$ cat src/logic/eisb_pkg.sv
// Package with register map, field positions and bus codes for the event flag / status block
//
// Summary of operation
// (RULE1) Receive-done flag, bit 7, sets per good packet, cleared by clear alias.
// (RULE2) Packet-pending bit 6 mirrors nonzero buffer count; writes to it do nothing.
// (RULE3) Receive-activity flag, bit 5, sets when receive data enters the FIFO.
// (RULE4) Transmit-done flag, bit 3, sets once status vector is written back.
// (RULE5) Transmit-abort flag, bit 2, sets when the MAC abandons a frame.
// (RULE6) Descriptor-unavailable flag, bit 1, sets on receive descriptor overrun.
// (RULE7) FIFO-overflow flag, bit 0, sets on receive FIFO overflow.
// (RULE8) Software should change flags through set, clear and invert aliases only.
// (RULE9) Eight-bit buffer count, status bits 23-16, adds descriptors per received packet.
// (RULE10) Software writes the decrement bit once per descriptor after reading a packet.
// (RULE11) Buffer count saturates at 0xff on hardware increment, never wraps.
// (RULE12) Decrement at zero is ignored, count never wraps to maximum.
// (RULE13) Simultaneous increment and decrement leave the count unchanged.
// (RULE14) With flow control on, receive halts at 0xff until a decrement.
// (RULE15) With flow control off, receive continues and count stays saturated.
// (RULE16) Writing the receive start address clears the buffer count.
// (RULE17) Turning the module off keeps the buffer count.
// (RULE18) Module-active bit 7 is high while enabled or finishing a transaction.
// (RULE19) Transmit-active bit 6 follows transmission, cleared while module disabled.
// (RULE20) Receive-active bit 5 follows reception, cleared while module disabled.
// (RULE21) Status bits 31-24, 15-8 and 4-0 read as zero.
// (RULE22) Dropped-frame count increments per accepted frame lost to overrun, sets overflow flag.
// (RULE23) Dropped-frame count clears after a read with byte 0 or 1 enabled.
// (RULE24) Each flag has an enable bit; only enabled flags raise an interrupt.
// (RULE25) One interrupt output is high while any enabled flag is set.
package eisb_pkg;
  localparam int ADDR_W = 8;
  // Register slots, one 16-byte group each: base, clear, set, invert
  localparam logic [3:0] SLOT_CTRL = 4'h0;
  localparam logic [3:0] SLOT_IEN = 4'h1;
  localparam logic [3:0] SLOT_FLAG = 4'h2;
  localparam logic [3:0] SLOT_STAT = 4'h3;
  localparam logic [3:0] SLOT_DROP = 4'h4;
  localparam logic [3:0] SLOT_RXST = 4'h5;
  localparam logic [1:0] AL_BASE = 2'h0;
  localparam logic [1:0] AL_CLR = 2'h1;
  localparam logic [1:0] AL_SET = 2'h2;
  localparam logic [1:0] AL_INV = 2'h3;
  // Control register fields
  localparam int CTRL_DEC_BIT = 0;
  localparam int CTRL_AFC_BIT = 4;
  localparam int CTRL_ON_BIT = 15;
  localparam logic [31:0] CTRL_RW_MASK = 32'h0000_8010;
  // Flag / enable fields
  localparam int FLAG_PEND_BIT = 6;
  localparam logic [7:0] FLAG_STICKY_MASK = 8'haf;
  localparam logic [31:0] IEN_RW_MASK = 32'h0000_00ef;
  // Status fields
  localparam int STAT_CNT_LSB = 16;
  localparam int STAT_MOD_BIT = 7;
  localparam int STAT_TX_BIT = 6;
  localparam int STAT_RX_BIT = 5;
  localparam logic [7:0] CNT_MAX = 8'hff;
  // Reset values
  localparam logic [31:0] CTRL_RESET = 32'h0000_0000;
  localparam logic [31:0] IEN_RESET = 32'h0000_0000;
  localparam logic [31:0] RXST_RESET = 32'h0000_0000;
  localparam logic [15:0] DROP_RESET = 16'h0000;
  // Bus responses
  localparam logic [1:0] RESP_OKAY = 2'h0;
  localparam logic [1:0] RESP_SLVERR = 2'h2;
  typedef enum logic [1:0] {
    EISB_RD_IDLE = 2'b01,
    EISB_RD_RESP = 2'b10
  } eisb_rd_state_t;
endpackage

$ cat src/logic/eisb_cnt_if.sv
// Interface carrying requests to the packet buffer counter and its value back
`timescale 1ns/100ps
`default_nettype none
interface eisb_cnt_if;
  logic inc;
  logic [7:0] amount;
  logic dec;
  logic clr;
  logic [7:0] count;
  modport ctl_mp (output inc, output amount, output dec, output clr, input count);
  modport cnt_mp (input inc, input amount, input dec, input clr, output count);
endinterface
`default_nettype wire

$ cat src/logic/eisb_sticky.sv
// Sticky flag bank: hardware set wins over software write
`timescale 1ns/100ps
`default_nettype none
module eisb_sticky #(
  parameter int W = 8,
  parameter logic [W-1:0] MASK = '1
) (
  input wire logic clk,
  input wire logic rst_n,
  input wire logic [W-1:0] hw_set,
  input wire logic sw_we,
  input wire logic [W-1:0] sw_val,
  output logic [W-1:0] q
);
  logic [W-1:0] q_next;

  // Software value first, then hardware events on top
  always_comb begin
    q_next = (sw_we ? sw_val : q) | hw_set; // [RULE1] [RULE3] [RULE4] [RULE5] [RULE6] [RULE7]
  end

  // Flag storage, only implemented bits kept
  always_ff @(posedge clk) begin
    if (!rst_n) begin
      q <= '0;
    end else begin
      q <= q_next & MASK;
    end
  end
endmodule
`default_nettype wire

$ cat src/logic/eisb_packet_buffer_count.sv
// Saturating packet buffer counter, raised by hardware and lowered by software
`timescale 1ns/100ps
`default_nettype none
module eisb_packet_buffer_count (
  input wire logic clk,
  input wire logic rst_n,
  eisb_cnt_if.cnt_mp bus
);
  logic [8:0] sum;

  // Wide sum so a carry shows saturation
  always_comb begin
    sum = {1'b0, bus.count} + {1'b0, bus.amount};
  end

  // Count update; no state is tied to module enable
  always_ff @(posedge clk) begin
    if (!rst_n) begin
      bus.count <= 8'h00;
    end else if (bus.clr) begin
      bus.count <= 8'h00; // [RULE16]
    end else if (bus.inc && bus.dec) begin
      bus.count <= bus.count; // [RULE13]
    end else if (bus.inc) begin
      bus.count <= sum[8] ? eisb_pkg::CNT_MAX : sum[7:0]; // [RULE9] [RULE11] [RULE15]
    end else if (bus.dec && bus.count != 8'h00) begin
      bus.count <= bus.count - 8'h01; // [RULE12]
    end
  end
endmodule
`default_nettype wire

$ cat src/logic/eisb_top.sv
// Event flags, status, buffer counter and dropped-frame counter with an AXI4-Lite slave
`timescale 1ns/100ps
`default_nettype none
module eisb_top (
  input wire logic CLK,
  input wire logic RST_N,
  // AXI4-Lite slave
  input wire logic [7:0] S_AXI_AWADDR,
  input wire logic S_AXI_AWVALID,
  output logic S_AXI_AWREADY,
  input wire logic [31:0] S_AXI_WDATA,
  input wire logic [3:0] S_AXI_WSTRB,
  input wire logic S_AXI_WVALID,
  output logic S_AXI_WREADY,
  output logic [1:0] S_AXI_BRESP,
  output logic S_AXI_BVALID,
  input wire logic S_AXI_BREADY,
  input wire logic [7:0] S_AXI_ARADDR,
  input wire logic S_AXI_ARVALID,
  output logic S_AXI_ARREADY,
  output logic [31:0] S_AXI_RDATA,
  output logic [1:0] S_AXI_RRESP,
  output logic S_AXI_RVALID,
  input wire logic S_AXI_RREADY,
  // Events and levels from the MAC and DMA engines
  input wire logic RX_DONE_EVT,
  input wire logic [7:0] RX_DESC_USED,
  input wire logic RX_DATA_EVT,
  input wire logic TX_DONE_EVT,
  input wire logic TX_ABORT_EVT,
  input wire logic RX_DESC_OVR_EVT,
  input wire logic RX_FIFO_OVF_EVT,
  input wire logic RX_FRAME_DROP_EVT,
  input wire logic TX_IN_PROGRESS,
  input wire logic RX_IN_PROGRESS,
  input wire logic XACT_IN_PROGRESS,
  // Controls back to the engines
  output logic MODULE_ON,
  output logic RX_HALT,
  output logic IRQ
);
  // Bus channel state
  logic aw_ready_reg;
  logic w_ready_reg;
  logic aw_have_reg;
  logic w_have_reg;
  logic [7:0] aw_addr_reg;
  logic [31:0] w_data_reg;
  logic [3:0] w_strb_reg;
  logic b_valid_reg;
  logic [1:0] b_resp_reg;
  logic ar_ready_reg;
  logic r_valid_reg;
  logic [31:0] r_data_reg;
  logic [1:0] r_resp_reg;
  eisb_pkg::eisb_rd_state_t rd_state_reg;
  // Register contents
  logic [31:0] ctrl_reg;
  logic [31:0] ien_reg;
  logic [31:0] rxst_reg;
  logic [15:0] drop_reg;
  logic [7:0] flag_q;
  logic mod_act_reg;
  logic tx_act_reg;
  logic rx_act_reg;
  logic halt_reg;
  logic irq_reg;
  // Combinational helpers
  logic aw_hs;
  logic w_hs;
  logic ar_hs;
  logic wr_fire;
  logic aw_have_next;
  logic w_have_next;
  logic b_valid_next;
  logic r_valid_next;
  logic [3:0] wr_slot;
  logic [1:0] wr_alias;
  logic [31:0] wr_mask;
  logic wr_mapped;
  logic [31:0] ctrl_new;
  logic [31:0] ien_new;
  logic [31:0] flag_new;
  logic [31:0] drop_new;
  logic dec_req;
  logic [7:0] flag_hw;
  logic [7:0] flag_view;
  logic [31:0] stat_view;
  logic [31:0] rd_mux;
  logic rd_mapped;
  logic drop_read;
  eisb_cnt_if cnt_bus ();

  // Write merge through base, clear, set and invert aliases
  function automatic logic [31:0] alias_apply(
    input logic [31:0] old,
    input logic [31:0] wd,
    input logic [31:0] be,
    input logic [1:0] al
  );
    logic [31:0] res;
    res = old;
    unique case (al)
      eisb_pkg::AL_BASE: res = (old & ~be) | (wd & be);
      eisb_pkg::AL_CLR: res = old & ~(wd & be);
      eisb_pkg::AL_SET: res = old | (wd & be);
      eisb_pkg::AL_INV: res = old ^ (wd & be);
    endcase
    return res;
  endfunction

  // Channel handshakes and next-state of the write path
  always_comb begin
    aw_hs = S_AXI_AWVALID && aw_ready_reg;
    w_hs = S_AXI_WVALID && w_ready_reg;
    ar_hs = S_AXI_ARVALID && ar_ready_reg;
    wr_fire = aw_have_reg && w_have_reg && !b_valid_reg;
    aw_have_next = (aw_have_reg && !wr_fire) || aw_hs;
    w_have_next = (w_have_reg && !wr_fire) || w_hs;
    b_valid_next = wr_fire || (b_valid_reg && !S_AXI_BREADY);
    r_valid_next = ar_hs || (r_valid_reg && !S_AXI_RREADY);
  end

  // Write address and data are taken in either order
  always_ff @(posedge CLK) begin
    if (!RST_N) begin
      aw_have_reg <= 1'b0;
      w_have_reg <= 1'b0;
      aw_ready_reg <= 1'b0;
      w_ready_reg <= 1'b0;
    end else begin
      aw_have_reg <= aw_have_next;
      w_have_reg <= w_have_next;
      aw_ready_reg <= !aw_have_next && !b_valid_next;
      w_ready_reg <= !w_have_next && !b_valid_next;
    end
  end

  // Payload capture on each channel handshake
  always_ff @(posedge CLK) begin
    if (!RST_N) begin
      aw_addr_reg <= 8'h00;
      w_data_reg <= 32'h0000_0000;
      w_strb_reg <= 4'h0;
    end else begin
      if (aw_hs) begin
        aw_addr_reg <= S_AXI_AWADDR;
      end
      if (w_hs) begin
        w_data_reg <= S_AXI_WDATA;
        w_strb_reg <= S_AXI_WSTRB;
      end
    end
  end

  // Write decode and merged values for the control, enable, flag and dropped-frame registers
  always_comb begin
    wr_slot = aw_addr_reg[7:4];
    wr_alias = aw_addr_reg[3:2];
    wr_mask = {{8{w_strb_reg[3]}}, {8{w_strb_reg[2]}}, {8{w_strb_reg[1]}}, {8{w_strb_reg[0]}}};
    wr_mapped = (aw_addr_reg[1:0] == 2'h0) && (wr_slot <= eisb_pkg::SLOT_RXST);
    ctrl_new = alias_apply(ctrl_reg, w_data_reg, wr_mask, wr_alias) & eisb_pkg::CTRL_RW_MASK;
    ien_new = alias_apply(ien_reg, w_data_reg, wr_mask, wr_alias) & eisb_pkg::IEN_RW_MASK; // [RULE24]
    flag_new = alias_apply({24'h00_0000, flag_q}, w_data_reg, wr_mask, wr_alias);
    drop_new = alias_apply({16'h0000, drop_reg}, w_data_reg, wr_mask, wr_alias);
    // A one landing on the decrement bit through base, set or invert counts once
    dec_req = wr_fire && wr_mapped && (wr_slot == eisb_pkg::SLOT_CTRL) && (wr_alias != eisb_pkg::AL_CLR)
      && w_strb_reg[0] && w_data_reg[eisb_pkg::CTRL_DEC_BIT]; // [RULE10]
  end

  // Write response, one cycle after both halves are held
  always_ff @(posedge CLK) begin
    if (!RST_N) begin
      b_valid_reg <= 1'b0;
      b_resp_reg <= eisb_pkg::RESP_OKAY;
    end else begin
      b_valid_reg <= b_valid_next;
      if (wr_fire) begin
        b_resp_reg <= wr_mapped ? eisb_pkg::RESP_OKAY : eisb_pkg::RESP_SLVERR;
      end
    end
  end

  // Control, enable and start address registers
  always_ff @(posedge CLK) begin
    if (!RST_N) begin
      ctrl_reg <= eisb_pkg::CTRL_RESET;
      ien_reg <= eisb_pkg::IEN_RESET;
      rxst_reg <= eisb_pkg::RXST_RESET;
    end else if (wr_fire && wr_mapped) begin
      if (wr_slot == eisb_pkg::SLOT_CTRL) begin
        ctrl_reg <= ctrl_new;
      end
      if (wr_slot == eisb_pkg::SLOT_IEN) begin
        ien_reg <= ien_new;
      end
      if (wr_slot == eisb_pkg::SLOT_RXST) begin
        rxst_reg <= alias_apply(rxst_reg, w_data_reg, wr_mask, wr_alias);
      end
    end
  end

  // Hardware events that raise sticky flags
  always_comb begin
    flag_hw = 8'h00;
    flag_hw[7] = RX_DONE_EVT; // [RULE1]
    flag_hw[5] = RX_DATA_EVT; // [RULE3]
    flag_hw[3] = TX_DONE_EVT; // [RULE4]
    flag_hw[2] = TX_ABORT_EVT; // [RULE5]
    flag_hw[1] = RX_DESC_OVR_EVT; // [RULE6]
    flag_hw[0] = RX_FIFO_OVF_EVT || RX_FRAME_DROP_EVT; // [RULE7] [RULE22]
  end

  eisb_sticky #(
    .W(8),
    .MASK(eisb_pkg::FLAG_STICKY_MASK)
  ) u_flags (
    .clk(CLK),
    .rst_n(RST_N),
    .hw_set(flag_hw),
    .sw_we(wr_fire && wr_mapped && (wr_slot == eisb_pkg::SLOT_FLAG)),
    .sw_val(flag_new[7:0]),
    .q(flag_q)
  );

  // Counter requests: descriptors added per good packet, start address write clears
  assign cnt_bus.inc = RX_DONE_EVT; // [RULE9]
  assign cnt_bus.amount = RX_DESC_USED;
  assign cnt_bus.dec = dec_req; // [RULE10]
  assign cnt_bus.clr = wr_fire && wr_mapped && (wr_slot == eisb_pkg::SLOT_RXST); // [RULE16]

  eisb_packet_buffer_count u_packet_buffer_count (
    .clk(CLK),
    .rst_n(RST_N),
    .bus(cnt_bus)
  );

  // Flag view with pending bit taken live from the count, writes to it ignored
  always_comb begin
    flag_view = flag_q;
    flag_view[eisb_pkg::FLAG_PEND_BIT] = (cnt_bus.count != 8'h00); // [RULE2]
  end

  // Busy bits; counter keeps its value whatever the enable does
  always_ff @(posedge CLK) begin
    if (!RST_N) begin
      mod_act_reg <= 1'b0;
      tx_act_reg <= 1'b0;
      rx_act_reg <= 1'b0;
    end else begin
      mod_act_reg <= ctrl_reg[eisb_pkg::CTRL_ON_BIT] || (mod_act_reg && XACT_IN_PROGRESS); // [RULE18] [RULE17]
      tx_act_reg <= ctrl_reg[eisb_pkg::CTRL_ON_BIT] && TX_IN_PROGRESS; // [RULE19]
      rx_act_reg <= ctrl_reg[eisb_pkg::CTRL_ON_BIT] && RX_IN_PROGRESS; // [RULE20]
    end
  end

  // Status view, unimplemented bits held at zero
  always_comb begin
    stat_view = 32'h0000_0000; // [RULE21]
    stat_view[eisb_pkg::STAT_CNT_LSB +: 8] = cnt_bus.count; // [RULE9]
    stat_view[eisb_pkg::STAT_MOD_BIT] = mod_act_reg;
    stat_view[eisb_pkg::STAT_TX_BIT] = tx_act_reg;
    stat_view[eisb_pkg::STAT_RX_BIT] = rx_act_reg;
  end

  // Automatic flow control halts receive while the count sits at its ceiling
  always_ff @(posedge CLK) begin
    if (!RST_N) begin
      halt_reg <= 1'b0;
    end else begin
      halt_reg <= ctrl_reg[eisb_pkg::CTRL_AFC_BIT] && (cnt_bus.count == eisb_pkg::CNT_MAX); // [RULE14] [RULE15]
    end
  end

  // Single interrupt from enabled flags
  always_ff @(posedge CLK) begin
    if (!RST_N) begin
      irq_reg <= 1'b0;
    end else begin
      irq_reg <= |(flag_view & ien_reg[7:0]); // [RULE24] [RULE25]
    end
  end

  // Read mux; every alias of a slot reads the base value
  always_comb begin
    rd_mux = 32'h0000_0000;
    rd_mapped = (S_AXI_ARADDR[1:0] == 2'h0);
    unique case (S_AXI_ARADDR[7:4])
      eisb_pkg::SLOT_CTRL: rd_mux = ctrl_reg;
      eisb_pkg::SLOT_IEN: rd_mux = ien_reg;
      eisb_pkg::SLOT_FLAG: rd_mux = {24'h00_0000, flag_view};
      eisb_pkg::SLOT_STAT: rd_mux = stat_view;
      eisb_pkg::SLOT_DROP: rd_mux = {16'h0000, drop_reg};
      eisb_pkg::SLOT_RXST: rd_mux = rxst_reg;
      default: rd_mapped = 1'b0;
    endcase
    if (!rd_mapped) begin
      rd_mux = 32'h0000_0000;
    end
    // A bus read always enables the low bytes, so it clears unless a dropped-frame write lands in the same cycle
    drop_read = ar_hs && rd_mapped && (S_AXI_ARADDR[7:4] == eisb_pkg::SLOT_DROP); // [RULE23]
  end

  // Read channel sequencing
  always_ff @(posedge CLK) begin
    if (!RST_N) begin
      rd_state_reg <= eisb_pkg::EISB_RD_IDLE;
      ar_ready_reg <= 1'b0;
      r_valid_reg <= 1'b0;
    end else begin
      r_valid_reg <= r_valid_next;
      ar_ready_reg <= !r_valid_next;
      unique case (rd_state_reg)
        eisb_pkg::EISB_RD_IDLE: begin
          if (ar_hs) begin
            rd_state_reg <= eisb_pkg::EISB_RD_RESP;
          end
        end
        eisb_pkg::EISB_RD_RESP: begin
          if (S_AXI_RREADY) begin
            rd_state_reg <= eisb_pkg::EISB_RD_IDLE;
          end
        end
      endcase
    end
  end

  // Read data captured at the address handshake
  always_ff @(posedge CLK) begin
    if (!RST_N) begin
      r_data_reg <= 32'h0000_0000;
      r_resp_reg <= eisb_pkg::RESP_OKAY;
    end else if (ar_hs) begin
      r_data_reg <= rd_mux;
      r_resp_reg <= rd_mapped ? eisb_pkg::RESP_OKAY : eisb_pkg::RESP_SLVERR;
    end
  end

  // Dropped-frame counter: write, then read clear, then increment on top
  always_ff @(posedge CLK) begin
    if (!RST_N) begin
      drop_reg <= eisb_pkg::DROP_RESET;
    end else if (wr_fire && wr_mapped && (wr_slot == eisb_pkg::SLOT_DROP)) begin
      drop_reg <= drop_new[15:0] + {15'h0000, RX_FRAME_DROP_EVT};
    end else if (drop_read) begin
      drop_reg <= {15'h0000, RX_FRAME_DROP_EVT}; // [RULE23]
    end else if (RX_FRAME_DROP_EVT) begin
      drop_reg <= drop_reg + 16'h0001; // [RULE22]
    end
  end

  // Outputs straight from flip-flops
  assign S_AXI_AWREADY = aw_ready_reg;
  assign S_AXI_WREADY = w_ready_reg;
  assign S_AXI_BVALID = b_valid_reg;
  assign S_AXI_BRESP = b_resp_reg;
  assign S_AXI_ARREADY = ar_ready_reg;
  assign S_AXI_RVALID = r_valid_reg;
  assign S_AXI_RDATA = r_data_reg;
  assign S_AXI_RRESP = r_resp_reg;
  assign MODULE_ON = ctrl_reg[eisb_pkg::CTRL_ON_BIT];
  assign RX_HALT = halt_reg;
  assign IRQ = irq_reg;
endmodule
`default_nettype wire

$ cat config.mk
export PLATFORM = sky130hd
export DESIGN_NAME = eisb_top
export DESIGN_NICKNAME = d
export VERILOG_FILES = /design/src/logic/eisb_pkg.sv /design/src/logic/eisb_cnt_if.sv /design/src/logic/eisb_sticky.sv /design/src/logic/eisb_packet_buffer_count.sv /design/src/logic/eisb_top.sv
export SDC_FILE = /design/constraint.sdc
export NUM_CORES = 1
export LEC_CHECK = 0
export BUFFER_PORTS_ARGS = -buffer_cell sky130_fd_sc_hd__buf_2
export CELL_PAD_IN_SITES_DETAIL_PLACEMENT = 0
export CELL_PAD_IN_SITES_GLOBAL_PLACEMENT = 2
export CORE_MARGIN = 8
export CORE_UTILIZATION = 38
export CTS_CLUSTER_SIZE = 12
export DETAILED_ROUTE_END_ITERATION = 10
export GPL_TIMING_DRIVEN = 0
export PLACE_DENSITY_LB_ADDON = 0.1
export SETUP_SLACK_MARGIN = 0.2
export SYNTH_ARGS = -nofsm -noshare
export SYNTH_HDL_FRONTEND = slang
export SYNTH_SLANG_ARGS = --single-unit
$ cat constraint.sdc
create_clock -name CLK -period 6.4 [get_ports CLK]
set_input_delay 0.32 -clock CLK [delete_from_list [all_inputs] [get_ports CLK]]
set_output_delay 0.32 -clock CLK [all_outputs]
set_load 0.1 [all_outputs]
==> results.md <==
STA:
- The worst path uses 64.3% of the clock period.
- The top achievable clock speed is 0.243 GHz.
- In this run the tightest slew margin relative to its limit is 40.3%.
- The count of final max-slew check failures is 0.
- On the final layout, the worst clock skew is 0.0163 ns.
- The smallest clock period supported by the final layout is computed as 4.12 ns.
- The measured slew at the worst slew-check pin is 0.895 ns.
- The final-report setup violation count is 0.
- The number of hold violations in the final report came to 0.
- Setup repair after global routing left no endpoint under its margin.
- The final setup TNS is 0 ns.

Placement:
- In this run the tool buffered the top-level ports with 114 buffer cells.
- Summed over all nets, the half-perimeter wirelength after detailed placement is 28300 um.
- Routability-driven placement finished with a final weighted congestion of 0.912.
- The cell area after placement is 11100 sq um.

Clock network:
- For the worst-skew pair, the clock arrives at the later sink with an insertion delay of 0.44 ns.
- After clock tree synthesis, the clock-pin slew on the worst setup and hold paths is 0.08 ns.
- CTS built an H-tree with a depth of 4.
- The clock buffer count from CTS is 17.
- Counting every sink on the clock net gives 161.
- The number of gates given a new drive strength after cts is 0.
- The number of hold buffers added after CTS is 0.
- The TritonCTS clock tree is yes.
- The clock passes through at most 2 buffers.
- The CTS root buffer is clkbuf_16.
- The number of post-CTS setup repair buffers is 0.

Routing:
- After the first detailed-routing iteration, the DRC count stood at 754.
- Once detail routing completed, the nets flagged for antenna violations numbered 0.
- The first-pass detailed-route iteration total is 5.
- Dividing the detail-routed wire length by the instance count gives 21.3 um.
- The routed layout has 9862 vias.
- In the routed design, unresolved DRC markers number 0.
- After detailed routing, the total wire length is 37100 um.
- The number of vias per cell after detailed routing is 5.66.

Die:
- The count of standard-cell rows is 59.
- The die covers 32100 sq um.
- The die is 179 um wide.
- The standard cell core area is 26100 sq um.
- The die extent in y is 179 um.
- The starting density of the core is 38.7%.
- In this run the count of I/O pins placed on the die edge is 121.

Logic synthesis:
- In the synthesized netlist the async set-or-reset flop fraction comes to 0%.
- The most common flop cell mapped by yosys is dfxtp_1.
- The sequential area share after synthesis is 31.8%.
- Summing the areas of all fa, ha and maj instances in the mapped netlist gives 11.6% of the synthesized area.
- In this run, distinct cell masters in the synthesized netlist total 75.
- The proportion of synthesized area in mux cells is 5.04%.
- In this run, synthesis inferred 0 flip-flops with an integrated enable.
- Summed over all instances, the cell type with the most area after synthesis is dfxtp_1.
- By area, the combinational part of the netlist is dominated by compound AO/OA/AOI/OAI gates.
- Synthesis produced 1258 cells.
- The share of synthesized area in the top cell type comes to 31.8%.
- In the post-synthesis netlist, the biggest area contributors are dfxtp_1, ha_1, nand2_1.
- The count of state elements after synthesis is 161.
- Of the total synthesized cell area, the portion taken by XOR and XNOR cells is 2.16%.
- The area fraction in and, or, nand and nor cells after synthesis is 18.5%.
- The synthesized netlist devotes 24.9% of its cell area to compound gates.
- The combined area of all synthesized cells is 10100 sq um.
- A synthesized cell averages 8.05 sq um.
- The number of synthesis warnings is 0.

Global route:
- The first-pass GRT wire length is 56100 um.
- The number of antenna violations at the first check in global routing came to 0.
- The via count of the first global-routing pass is 9253.
- The global-route congestion overflow total is 0.
- Entering global routing, the biggest net connects 19 pins.
- In the global route stage, overall resource usage came out at 23.2%.

Cells and area:
- The number of nets at the end of the flow is 1563.
- Leaving out fill and tap cells, the most frequent cell in the layout is nand2_1.
- The share of layout cells above drive strength 1 is 15.1%.
- The final design instance area without fill is 11700 sq um.
- Relative to the synthesized area, the layout overhead comes to 16.0%.
- The library cells used most frequently in the layout, excluding fill and tap cells, are nand2_1, dfxtp_1, buf_2, nor2_1, a21oi_1.
- The end-of-flow core utilization is 45.0%.

Setup path:
- Counting both buffers and inverters, the worst setup path holds a total of 6.
- The arrival time of data at the critical path endpoint is 4.43 ns.
- The cell class contributing the biggest share of worst-path delay is buffers and inverters.
- The capturing element type of the critical path is a flop.
- The worst stage delay on the critical path is 0.60 ns.
- The path type of the worst setup path is flop to flop.
- Of all nets on the critical path, the largest fanout is 10.
- The cell type of the slowest stage on the worst timing path is clkbuf_1.
- Walking the worst path, the cells encountered are buf_4 -> buf_6 -> buf_2 -> clkbuf_1 -> buf_1 -> a221oi_1 -> a21oi_1 -> ha_1 -> inv_1 -> a211oi_4 -> nand4_2 -> a2111oi_4 -> xnor2_1 -> o22ai_1.
- STA puts the critical path data required time at 6.71 ns.
- The type of origin of the critical path is a flop.

Pwr:
- The analysis attributes to cell leakage a power of 4.51 nW.
- The internal power is 1.73 mW.
- IR analysis of the VDD net gives a maximum drop of 0.150 mV.
- In this run, the clock network consumes 42.7% of the power.
- Registers are responsible for 42.1% of the overall power.
- The switching share of total power is 32.3%.
- The power density over the cells is 218 nW/um^2.
- The share of total power in combinational logic is 15.2%.
- In this run the power spent charging and discharging nets is 826 uW.

Job:
- The reported max-cap violation count is 0.

Outcome:
- The flow ran to the end, and the final reports show no timing, DRC or antenna violations.

Worst hold path:
- The worst min-delay path category is primary input to flop.
## logic make-up after synthesis
logic type	count (synthesis)
other	1
buffers and inverters	141
multiplexers	49
flip-flops	161
adder cells (fa/ha/maj)	93
AO/OA/AOI/OAI	369
XOR/XNOR	25
AND/OR/NAND/NOR	419
## worst paths after layout
check                                    start              to  slack [ns]  depth (start not counted)
worst min-delay path               TX_DONE_EVT    u_flags.q[3]        0.09                          3
worst min register to register  w_data_reg[16]  w_data_reg[16]        0.45                          2
worst max register to register  aw_addr_reg[2]     drop_reg[9]        2.28                         14
worst max-delay path            aw_addr_reg[2]     drop_reg[9]        2.28                         14
## through the flow
step / setup slack (ns) / hold WS (ns) / instances / power, mW
2_1_floorplan: 3.50 / 0.429 / 1259 / 1.34
3_3_place_gp: 2.40 / 0.444 / 1708 / 1.48
3_5_place_dp: 2.38 / 0.447 / 1709 / 1.49
4_1_cts: 2.36 / 0.0834 / 1741 / 2.57
5_1_grt: 2.13 / 0.0812 / 1741 / 2.66
6_report: 2.28 / 0.0901 / 1742 / 2.56
## Yosys cell counts, drive strengths merged, types with 32 or more instances
cell,n
nor2,102
ha,92
a22oi,54
buf,32
inv,52
a211oi,38
clkbuf,57
dfxtp,161
nand2,219
o21ai,70
a21oi,98
mux2i,33
## layout make-up
class | count | area, sq um
diodes | 1 | 2.50
clock inverters | 15 | 186
inverters | 52 | 195
multi-input cells | 957 | 6310
flip-flops and latches | 161 | 3220
plain buffers | 89 | 409
repair buffers | 115 | 578
well taps | 335 | 419
clock buffers | 17 | 425
fillers | 2740 | 14400
## metal layers
layer | vias up | share of wire (%) | global-route usage [%]
met5 | - | 0 | 0
met4 | 0 | 2.1 | 6.25
met3 | 34 | 5.0 | 4.17
met2 | 283 | 47 | 38.2
met1 | 4758 | 46 | 30.6
li1 | 4787 | - | -
## worst reg2reg max path: cells and delay by family, from the launching register on
| family | cells | cell delay (ns) |
|---|---|---|
| AND/OR/NAND/NOR | 1 | 0.20 |
| XOR/XNOR | 1 | 0.19 |
| buffers and inverters | 6 | 1.93 |
| AO/OA/AOI/OAI | 5 | 1.10 |
| flip-flops | 1 | 0.33 |
| adder cells (fa/ha/maj) | 1 | 0.24 |
## power groups by stage
stage | logic (mW) | registers (mW) | clock network [mW]
floorplan | 0.246 | 1.10 | 0
global placement | 0.385 | 1.10 | 0
CTS | 0.389 | 1.08 | 1.11
detailed placement | 0.387 | 1.10 | 0
global route | 0.427 | 1.08 | 1.15
finish | 0.389 | 1.07 | 1.09
(Power assumes the default switching activity.)
